<file path="src/i2rs_regs.svh">
`ifndef I2RS_REGS_SVH
`define I2RS_REGS_SVH
// Fixed upper six bits of the seven-bit slave address.
`define I2RS_ADDR_HI 6'h34
// Register index that holds the secondary bus level select bit.
`define I2RS_AUX_INDEX 8'h13
// Bit position of the level select inside that register.
`define I2RS_AUX_BIT 2
// Power-on value of the level select bit.
`define I2RS_AUX_RESET 1'b0
// Depth and width of the write buffer.
`define I2RS_FIFO_DEPTH 8
`define I2RS_FIFO_WIDTH 16
// Last bit number of a byte, counted from zero.
`define I2RS_LAST_BIT 4'h7
// Bit count at which a received byte is complete.
`define I2RS_BYTE_BITS 4'h8
`endif

</file>
<file path="src/i2rs_pkg.sv">
package i2rs_pkg;
    // Byte engine states, one-hot.
    typedef enum logic [5:0] {
        ST_IDLE = 6'h01,
        ST_RX = 6'h02,
        ST_ACK = 6'h04,
        ST_TX = 6'h08,
        ST_TXACK = 6'h10,
        ST_IGNORE = 6'h20
    } i2rs_state_t;
    // Meaning of the next received byte, one-hot.
    typedef enum logic [2:0] {
        PH_ADDR = 3'h1,
        PH_INDEX = 3'h2,
        PH_DATA = 3'h4
    } i2rs_phase_t;
endpackage

</file>
<file path="src/i2rs_stream_if.sv">
`timescale 1ns/10ps
`default_nettype none
// Valid and ready word stream between the slave and its buffer.
interface i2rs_stream_if #(parameter int WIDTH = 16);
    logic valid;
    logic ready;
    logic [WIDTH-1:0] data;
    modport src (output valid, output data, input ready);
    modport snk (input valid, input data, output ready);
endinterface
`default_nettype wire

</file>
<file path="src/i2rs_slave.sv">
// How it works
// Master writes address then register index first.
// Master then repeats start with read address.
// Acknowledge read address, then send indexed register.
// Master ends reads with NACK then STOP.
// NACK is released data; stop driving then.
// Receiver holds data low on ninth clock.
// Falling data with clock high starts address.
// Rising data with clock high returns idle.
// Secondary accelerometer port also uses open-drain signalling.
// Level select one means main supply reference.
// Level select clears to zero at reset.
// Address is fixed six bits plus pin.
// Direction zero writes; address, index, data acknowledged. The code NACKs a data byte while the write buffer is full.
// Further written bytes go to next index.
// Acknowledged read bytes advance index, send next.
// Ignore traffic after foreign address until start/stop.
`timescale 1ns/10ps
`default_nettype none
`include "i2rs_regs.svh"
module i2rs_slave (
    input wire logic clk, // System clock, 25 MHz.
    input wire logic rst_b, // Asynchronous reset, active low.
    input wire logic scl_in, // Bus clock level.
    input wire logic sda_in, // Bus data level.
    output logic sda_out, // Data drive value, always low.
    output logic sda_oe, // High while pulling data low.
    input wire logic address_select_pin, // Lowest slave address bit.
    output logic [7:0] rd_index, // Index of the register being read.
    input wire logic [7:0] rd_data, // Register contents at rd_index.
    output logic wr_valid, // A written byte is offered.
    output logic [7:0] wr_index, // Index of the offered byte.
    output logic [7:0] wr_data, // Offered byte.
    input wire logic wr_ready, // User takes the offered byte.
    output logic aux_io_level_select, // Secondary pins on main supply.
    input wire logic secondary_bus_clock_in, // Secondary clock level.
    output logic secondary_bus_clock_out, // Secondary clock drive value.
    output logic secondary_bus_clock_oe, // Secondary clock drive enable.
    input wire logic secondary_bus_data_in, // Secondary data level.
    output logic secondary_bus_data_out, // Secondary data drive value.
    output logic secondary_bus_data_oe // Secondary data drive enable.
);
    i2rs_pkg::i2rs_state_t state;
    i2rs_pkg::i2rs_state_t next_state;
    i2rs_pkg::i2rs_phase_t phase;
    i2rs_pkg::i2rs_phase_t next_phase;
    logic [3:0] cnt;
    logic [3:0] next_cnt;
    logic [7:0] shreg;
    logic [7:0] next_shreg;
    logic [7:0] txsh;
    logic [7:0] next_txsh;
    logic [7:0] register_index;
    logic [7:0] next_register_index;
    logic ack_flag;
    logic next_ack_flag;
    logic is_read;
    logic next_is_read;
    logic next_sda_oe;
    logic scl_q;
    logic sda_q;
    logic scl_rise;
    logic scl_fall;
    logic start_seen;
    logic stop_seen;
    logic own_addr;
    logic next_wr_valid;
    logic [7:0] next_wr_index;
    logic [7:0] next_wr_data;
    logic next_aux;
    logic take;

    i2rs_stream_if #(.WIDTH(`I2RS_FIFO_WIDTH)) push_s ();
    i2rs_stream_if #(.WIDTH(`I2RS_FIFO_WIDTH)) pop_s ();

    // Byte returned for an index; the level select register is read back here.
    function automatic logic [7:0] read_byte(input logic [7:0] idx, input logic [7:0] ext,
                                             input logic aux);
        logic [7:0] val;
        val = ext;
        if (idx == `I2RS_AUX_INDEX) begin
            val = 8'h00;
            val[`I2RS_AUX_BIT] = aux;
        end
        return val;
    endfunction

    ////////////////////////////////////////////////////////////////////////
    // Bus condition detection on the previous and present line levels.
    assign scl_rise = scl_in && !scl_q;
    assign scl_fall = !scl_in && scl_q;
    assign start_seen = scl_in && scl_q && sda_q && !sda_in;
    assign stop_seen = scl_in && scl_q && !sda_q && sda_in;
    assign own_addr = (shreg[7:1] == {`I2RS_ADDR_HI, address_select_pin});

    // The secondary port is an open-drain pair, always released.
    assign secondary_bus_clock_out = 1'b0;
    assign secondary_bus_clock_oe = 1'b0;
    assign secondary_bus_data_out = 1'b0;
    assign secondary_bus_data_oe = 1'b0;
    assign sda_out = 1'b0;
    assign rd_index = register_index;

    ////////////////////////////////////////////////////////////////////////
    // Byte engine next state.
    always_comb begin
        next_state = state;
        next_phase = phase;
        next_cnt = cnt;
        next_shreg = shreg;
        next_txsh = txsh;
        next_register_index = register_index;
        next_ack_flag = ack_flag;
        next_is_read = is_read;
        push_s.valid = 1'b0;
        push_s.data = {register_index, shreg};
        if (start_seen) begin
            next_state = i2rs_pkg::ST_RX;
            next_phase = i2rs_pkg::PH_ADDR;
            next_cnt = 4'h0;
            next_ack_flag = 1'b0;
        end else if (stop_seen) begin
            next_state = i2rs_pkg::ST_IDLE;
            next_ack_flag = 1'b0;
        end else begin
            case (state)
                i2rs_pkg::ST_RX: begin
                    if (scl_rise && cnt != `I2RS_BYTE_BITS) begin
                        next_shreg = {shreg[6:0], sda_in};
                        next_cnt = cnt + 4'h1;
                    end else if (scl_fall && cnt == `I2RS_BYTE_BITS) begin
                        next_cnt = 4'h0;
                        next_state = i2rs_pkg::ST_ACK;
                        case (phase)
                            i2rs_pkg::PH_ADDR: begin
                                if (own_addr) begin
                                    next_ack_flag = 1'b1;
                                    next_is_read = shreg[0];
                                    next_phase = i2rs_pkg::PH_INDEX;
                                end else begin
                                    next_state = i2rs_pkg::ST_IGNORE;
                                end
                            end
                            i2rs_pkg::PH_INDEX: begin
                                next_register_index = shreg;
                                next_ack_flag = 1'b1;
                                next_phase = i2rs_pkg::PH_DATA;
                            end
                            default: begin
                                // A full buffer refuses the byte with a NACK.
                                next_ack_flag = push_s.ready;
                                push_s.valid = push_s.ready;
                                if (push_s.ready) begin
                                    next_register_index = register_index + 8'h01;
                                end
                            end
                        endcase
                    end
                end
                i2rs_pkg::ST_ACK: begin
                    if (scl_fall) begin
                        next_ack_flag = 1'b0;
                        if (!ack_flag) begin
                            next_state = i2rs_pkg::ST_IGNORE;
                        end else if (is_read) begin
                            next_state = i2rs_pkg::ST_TX;
                            next_txsh = read_byte(register_index, rd_data, aux_io_level_select);
                            next_cnt = 4'h0;
                        end else begin
                            next_state = i2rs_pkg::ST_RX;
                        end
                    end
                end
                i2rs_pkg::ST_TX: begin
                    if (scl_fall) begin
                        if (cnt == `I2RS_LAST_BIT) begin
                            next_state = i2rs_pkg::ST_TXACK;
                        end else begin
                            next_txsh = {txsh[6:0], 1'b0};
                            next_cnt = cnt + 4'h1;
                        end
                    end
                end
                i2rs_pkg::ST_TXACK: begin
                    if (scl_rise) begin
                        if (sda_in) begin
                            next_state = i2rs_pkg::ST_IGNORE;
                        end else begin
                            next_register_index = register_index + 8'h01;
                        end
                    end else if (scl_fall) begin
                        next_state = i2rs_pkg::ST_TX;
                        next_txsh = read_byte(register_index, rd_data, aux_io_level_select);
                        next_cnt = 4'h0;
                    end
                end
                default: begin
                    next_state = state;
                end
            endcase
        end
        // Data is pulled low only for an acknowledge or a zero read bit.
        next_sda_oe = (next_state == i2rs_pkg::ST_ACK && next_ack_flag)
                      || (next_state == i2rs_pkg::ST_TX && !next_txsh[7]);
    end

    // Byte engine registers.
    always_ff @(posedge clk or negedge rst_b) begin
        if (!rst_b) begin
            state <= i2rs_pkg::ST_IDLE;
            phase <= i2rs_pkg::PH_ADDR;
            cnt <= 4'h0;
            shreg <= 8'h00;
            txsh <= 8'h00;
            register_index <= 8'h00;
            ack_flag <= 1'b0;
            is_read <= 1'b0;
            sda_oe <= 1'b0;
            scl_q <= 1'b1;
            sda_q <= 1'b1;
        end else begin
            state <= next_state;
            phase <= next_phase;
            cnt <= next_cnt;
            shreg <= next_shreg;
            txsh <= next_txsh;
            register_index <= next_register_index;
            ack_flag <= next_ack_flag;
            is_read <= next_is_read;
            sda_oe <= next_sda_oe;
            scl_q <= scl_in;
            sda_q <= sda_in;
        end
    end

    ////////////////////////////////////////////////////////////////////////
    // Written bytes wait in the buffer until the user side takes them.
    i2rs_fifo #(.WIDTH(`I2RS_FIFO_WIDTH), .DEPTH(`I2RS_FIFO_DEPTH)) u_fifo (
        .clk(clk),
        .rst_b(rst_b),
        .in_s(push_s),
        .out_s(pop_s)
    );

    // Output stage refills whenever it is empty or being taken.
    assign pop_s.ready = !wr_valid || wr_ready;
    assign take = wr_valid && wr_ready;
    always_comb begin
        next_wr_valid = wr_valid;
        next_wr_index = wr_index;
        next_wr_data = wr_data;
        next_aux = aux_io_level_select;
        if (take && wr_index == `I2RS_AUX_INDEX) begin
            next_aux = wr_data[`I2RS_AUX_BIT];
        end
        if (pop_s.ready) begin
            next_wr_valid = pop_s.valid;
            if (pop_s.valid) begin
                next_wr_index = pop_s.data[15:8];
                next_wr_data = pop_s.data[7:0];
            end
        end
    end

    // Output stage and level select registers.
    always_ff @(posedge clk or negedge rst_b) begin
        if (!rst_b) begin
            wr_valid <= 1'b0;
            wr_index <= 8'h00;
            wr_data <= 8'h00;
            aux_io_level_select <= `I2RS_AUX_RESET;
        end else begin
            wr_valid <= next_wr_valid;
            wr_index <= next_wr_index;
            wr_data <= next_wr_data;
            aux_io_level_select <= next_aux;
        end
    end
endmodule // i2rs_slave
`default_nettype wire

</file>
<file path="src/i2rs_fifo.sv">
`timescale 1ns/10ps
`default_nettype none
module i2rs_fifo #(
    parameter int WIDTH = 16,
    parameter int DEPTH = 8
) (
    input wire logic clk, // System clock.
    input wire logic rst_b, // Asynchronous reset, active low.
    i2rs_stream_if.snk in_s, // Filling side.
    i2rs_stream_if.src out_s // Draining side.
);
    localparam int AW = $clog2(DEPTH);
    localparam int CW = $clog2(DEPTH + 1);
    localparam logic [CW-1:0] FULL = CW'(DEPTH);
    localparam logic [AW-1:0] LAST = AW'(DEPTH - 1);

    logic [WIDTH-1:0] mem [DEPTH];
    logic [AW-1:0] wptr;
    logic [AW-1:0] rptr;
    logic [CW-1:0] count;
    logic [AW-1:0] next_wptr;
    logic [AW-1:0] next_rptr;
    logic [CW-1:0] next_count;
    logic push;
    logic pop;

    // Full and empty come straight from the word count.
    assign in_s.ready = (count != FULL);
    assign out_s.valid = (count != '0);
    assign out_s.data = mem[rptr];
    assign push = in_s.valid && in_s.ready;
    assign pop = out_s.valid && out_s.ready;

    ////////////////////////////////////////////////////////////////////////
    // Pointer and count update.
    always_comb begin
        next_wptr = wptr;
        next_rptr = rptr;
        next_count = count;
        if (push) begin
            next_wptr = (wptr == LAST) ? '0 : wptr + 1'b1;
        end
        if (pop) begin
            next_rptr = (rptr == LAST) ? '0 : rptr + 1'b1;
        end
        if (push && !pop) begin
            next_count = count + 1'b1;
        end else if (pop && !push) begin
            next_count = count - 1'b1;
        end
    end

    // Storage has no reset; only written words are ever shown.
    always_ff @(posedge clk) begin
        if (push) begin
            mem[wptr] <= in_s.data;
        end
    end

    // Pointers and count are registered.
    always_ff @(posedge clk or negedge rst_b) begin
        if (!rst_b) begin
            wptr <= '0;
            rptr <= '0;
            count <= '0;
        end else begin
            wptr <= next_wptr;
            rptr <= next_rptr;
            count <= next_count;
        end
    end
endmodule // i2rs_fifo
`default_nettype wire

</file>
<file path="config.mk">
export PLATFORM = sky130hd
export DESIGN_NAME = i2rs_slave
export DESIGN_NICKNAME = d
export VERILOG_FILES = /design/src/i2rs_pkg.sv /design/src/i2rs_stream_if.sv /design/src/i2rs_slave.sv /design/src/i2rs_fifo.sv
export VERILOG_INCLUDE_DIRS = /design/src /design/src/src
export SDC_FILE = /design/constraint.sdc
export NUM_CORES = 1
export LEC_CHECK = 0
export ABC_AREA = 1
export BUFFER_PORTS_ARGS = -buffer_cell sky130_fd_sc_hd__buf_2
export CAP_MARGIN = 20
export CORE_MARGIN = 3
export CORE_UTILIZATION = 61
export CTS_BUF_LIST = sky130_fd_sc_hd__clkbuf_4 sky130_fd_sc_hd__clkbuf_8 sky130_fd_sc_hd__clkbuf_16
export CTS_CLUSTER_SIZE = 25
export DETAILED_ROUTE_END_ITERATION = 16
export PLACE_DENSITY = 0.8
export SKIP_LAST_GASP = 1
export SYNTH_ARGS = -nofsm -noshare
export SYNTH_HDL_FRONTEND = slang
export SYNTH_SLANG_ARGS = --single-unit
</file>
<file path="constraint.sdc">
create_clock -name clk -period 4.3 [get_ports clk]
set_clock_uncertainty 0.2 [all_clocks]
set_input_delay 0.43 -clock clk [delete_from_list [all_inputs] [get_ports clk]]
set_output_delay 0.43 -clock clk [all_outputs]
set_load 0.005 [all_outputs]
</file>
==> key figures <==
STA
  – Worst-margin pin slew: 1046 ps
  – Min Tclk post-route: 3282 ps
  – Final setup viols: 0
  – Worst setup margin: 1018 ps
  – Rel. slew slack: 30.19%
  – Fin. max-slew vios: 0
  – Worst hold margin: 21.92 ps
  – Fmax: 304.7 MHz
  – Fin. Hold Viols: 0
  – Setup tns final: 0 ps
  – RSZ-0062 raised after global routing: false
  – Final Cycle Share: 76.33%

Routing
  – DR iter-0 viols: 700
  – Drt drc: 0
  – Final ANT Viol Nets: 0
  – Final WL: 20060 um
  – First-pass DRT Iterations: 5
  – Vias post-DR: 6413
  – Via/cell ratio: 5.960
  – Routed WL per cell: 18.64 um

Power
  – Pwr Total: 0.006431 W
  – VDD IR-drop max: 0.3178 mV
  – PwrDens: 655.6 mW/mm2
  – Leakage power: 3.996 nW

Synth
  – Seq cells post-synth: 198
  – Top post-synthesis cells by area: edfxtp_1 (44%), dfrtp_1 (19%), nand2_1 (6.0%), o21ai_0 (5.9%), nor2_1 (4.5%)
  – Mux cell area share after synthesis: 0.1142%
  – Syn Inst Count: 840
  – Share of the synthesized area in the top cell type: 43.85%
  – Post-Synth Simple-Gate Area: 15.89%
  – Post-synth EDFFs: 128
  – Netlist cell types: 44
  – Top_reg_cell synth: edfxtp_1
  – Mapped Area: 0.008765 mm2
  – Largest area contributor in the netlist: edfxtp_1
  – Largest family of logic cells by synthesized area: simple AND/OR/NAND/NOR gates
  – XOR/XNOR Fraction of Synth Area: 0.4996%
  – Most frequent cell after synthesis: nand2_1
  – Most instantiated cells after synthesis: nand2_1 (140), edfxtp_1 (128), nor2_1 (104), o21ai_0 (103), inv_1 (71)
  – Synth Warn #: 0
  – Mapped Avg Cell Area: 10.43 um2
  – Synth Area in Compound Gates: 12.55%
  – Synthesized-area fraction occupied by adder cells: 1.656%
  – Post-synthesis async set-or-reset flop share: 35.35%
  – Sequential area share after synthesis: 63.90%

Clock network
  – Worst-path clk slew: 60 ps
  – CTS root buffer: clkbuf_16
  – Clock tree buffer depth: 2
  – Clock sink total: 198
  – TritonCTS buffer count: 17
  – H-tree levels: 4
  – Worst skew pair latency: 430 ps
  – # resized after CTS: 0
  – CTS tree: built

Floorplanning
  – Row count: 43
  – Die area: 0.01584 mm2
  – Initial Utilization: 62.66%
  – Top Ports: 48
  – CORE AREA: 0.01399 mm2
  – Die W: 125.9 um
  – Die Height: 125.9 um

Critical path
  – Startpoint type of the worst setup path: input pin
  – WS Path Type: input pin to flop
  – CP Capture Type: flop
  – Req. time, crit path: 4410 ps
  – Crit path max fanout: 7
  – Crit path from: scl_in
  – WP data arrival: 3390 ps
  – RR Startpoint: scl_q$_DFF_PN1_

Global routing
  – First-pass GRT wire length: 31970 um
  – Vias in the first global route: 6357
  – Largest net degree at the start of global routing: 71
  – Initial antenna violation count: 0
  – Total gr overflow: 0
  – All-Layer GR Usage: 25.88%

Final layout
  – Syn-to-layout area delta: 11.92%
  – # diodes: 0
  – Share of cells above drive strength 1: 14.29%
  – Layout net count: 910

Placement
  – Pre-CTS setup slack: 1109 ps
  – Final HPWL DP: 12740 um
  – Placer Congestion: 0.9320
  – PortBufs: 40

Hold path
  – HP Start: rd_data[4]
  – Hold Crit Class: input pin to flop

Status
  – Status: complete, no violations

Job
  – Max Cap Viol: 0
power by group:
| part | leakage [nW] | total, W | switching [W] | internal [W] |
|---|---|---|---|---|
| Clock | 0.295 | 0.00161 | 0.000665 | 0.000947 |
| Sequential | 2.02 | 0.00288 | 0.000422 | 0.00246 |
| Combinational | 1.68 | 0.00194 | 0.00128 | 0.000661 |
| Total | 4.00 | 0.00643 | 0.00236 | 0.00407 |
routing by layer:
layer / vias up / wire, um / GRT usage [%]
li1: 2992 / - / -
met1: 3064 / 7627 / 32.08
met2: 303 / 10040 / 43.08
met3: 54 / 1718 / 6.658
met4: 0 / 669 / 11.86
met5: - / 0 / 0
registers in the layout (all words and copies together) (netlist names), 3 cells and up:
name and cells:
cnt 4, phase 3, rd_index 8, shreg 8, state 6, txsh 8
u_fifo.count 4, u_fifo.mem 128, u_fifo.rptr 3, u_fifo.wptr 3, wr_data 8, wr_index 8
through the flow:
stage                     area, um2  util, %  std cells
after CTS                      9809    70.13       1076
after floorplan                8780        -        844
after detailed placement       9174    65.58       1041
after global placement         9174    65.58       1041
after global routing           9809    70.13       1076
final                          9809    70.13       1076
worst max-delay path: stages:
cell	delay [ps]
dlygate4sd3_1	530
buf_2	140
nand2_1	80
nor3_2	370
nor2_2	150
inv_1	160
nor2_1	60
nand3_1	100
inv_1	130
ha_1	230
inv_1	130
ha_1	250
a21o_1	180
a21oi_1	150
nand2_1	80
nand2_1	60
nor2_1	40
xor2_1	140
path summary, 6_finish.rpt:
path                       cells after the start  slack [ps]                     endpoint
max                                           18        1020  u_fifo.count[3]$_DFFE_PN0P_
min                                            3          20          txsh[4]$_DFFE_PN0P_
max reg2reg                                   16        1140  u_fifo.count[3]$_DFFE_PN0P_
min reg2reg                                    2         290         phase[0]$_DFFE_PN1P_
max in group asynchronous                      2        2840          is_read$_DFFE_PN0P_
min in group asynchronous                      2         460   u_fifo.rptr[2]$_DFFE_PN0P_
placed cells by master, fill, tap and decap left out, types with 17 or more instances in the layout:
master,synthesis,final
edfxtp_1,128,128
buf_2,8,39
nand2_1,140,140
dfrtp_1,66,66
nand3_1,31,31
nor2_1,104,104
o21ai_0,103,103
inv_1,71,71
clkbuf_16,0,18
o211ai_1,18,18
o22ai_1,17,17
cells by family after synthesis:
logic type / after synthesis
AOI/OAI and AO/OA: 189
xor gates and xnor gates: 5
adders and majority gates: 11
buffers and inverters: 114
DFF: 198
muxes: 1
other: 1
and+or+nand+nor: 321
cell type report:
type	instances	area, um2
clock buffers	25	509.2
clock inverters	7	96.34
fillers	1002	4179
inverters	78	297.8
multi-input cells	532	2750
flip-flops and latches	198	5600
well taps	180	225.2
repair buffers	56	330.3
what timing repair did:
| action | 4_1_cts | 5_1_grt |
|---|---|---|
| hold buffers | 3 | 0 |
| hold endpoints to repair | 68 | 0 |
| setup buffers | 0 | 0 |
(Power assumes the default switching activity.)
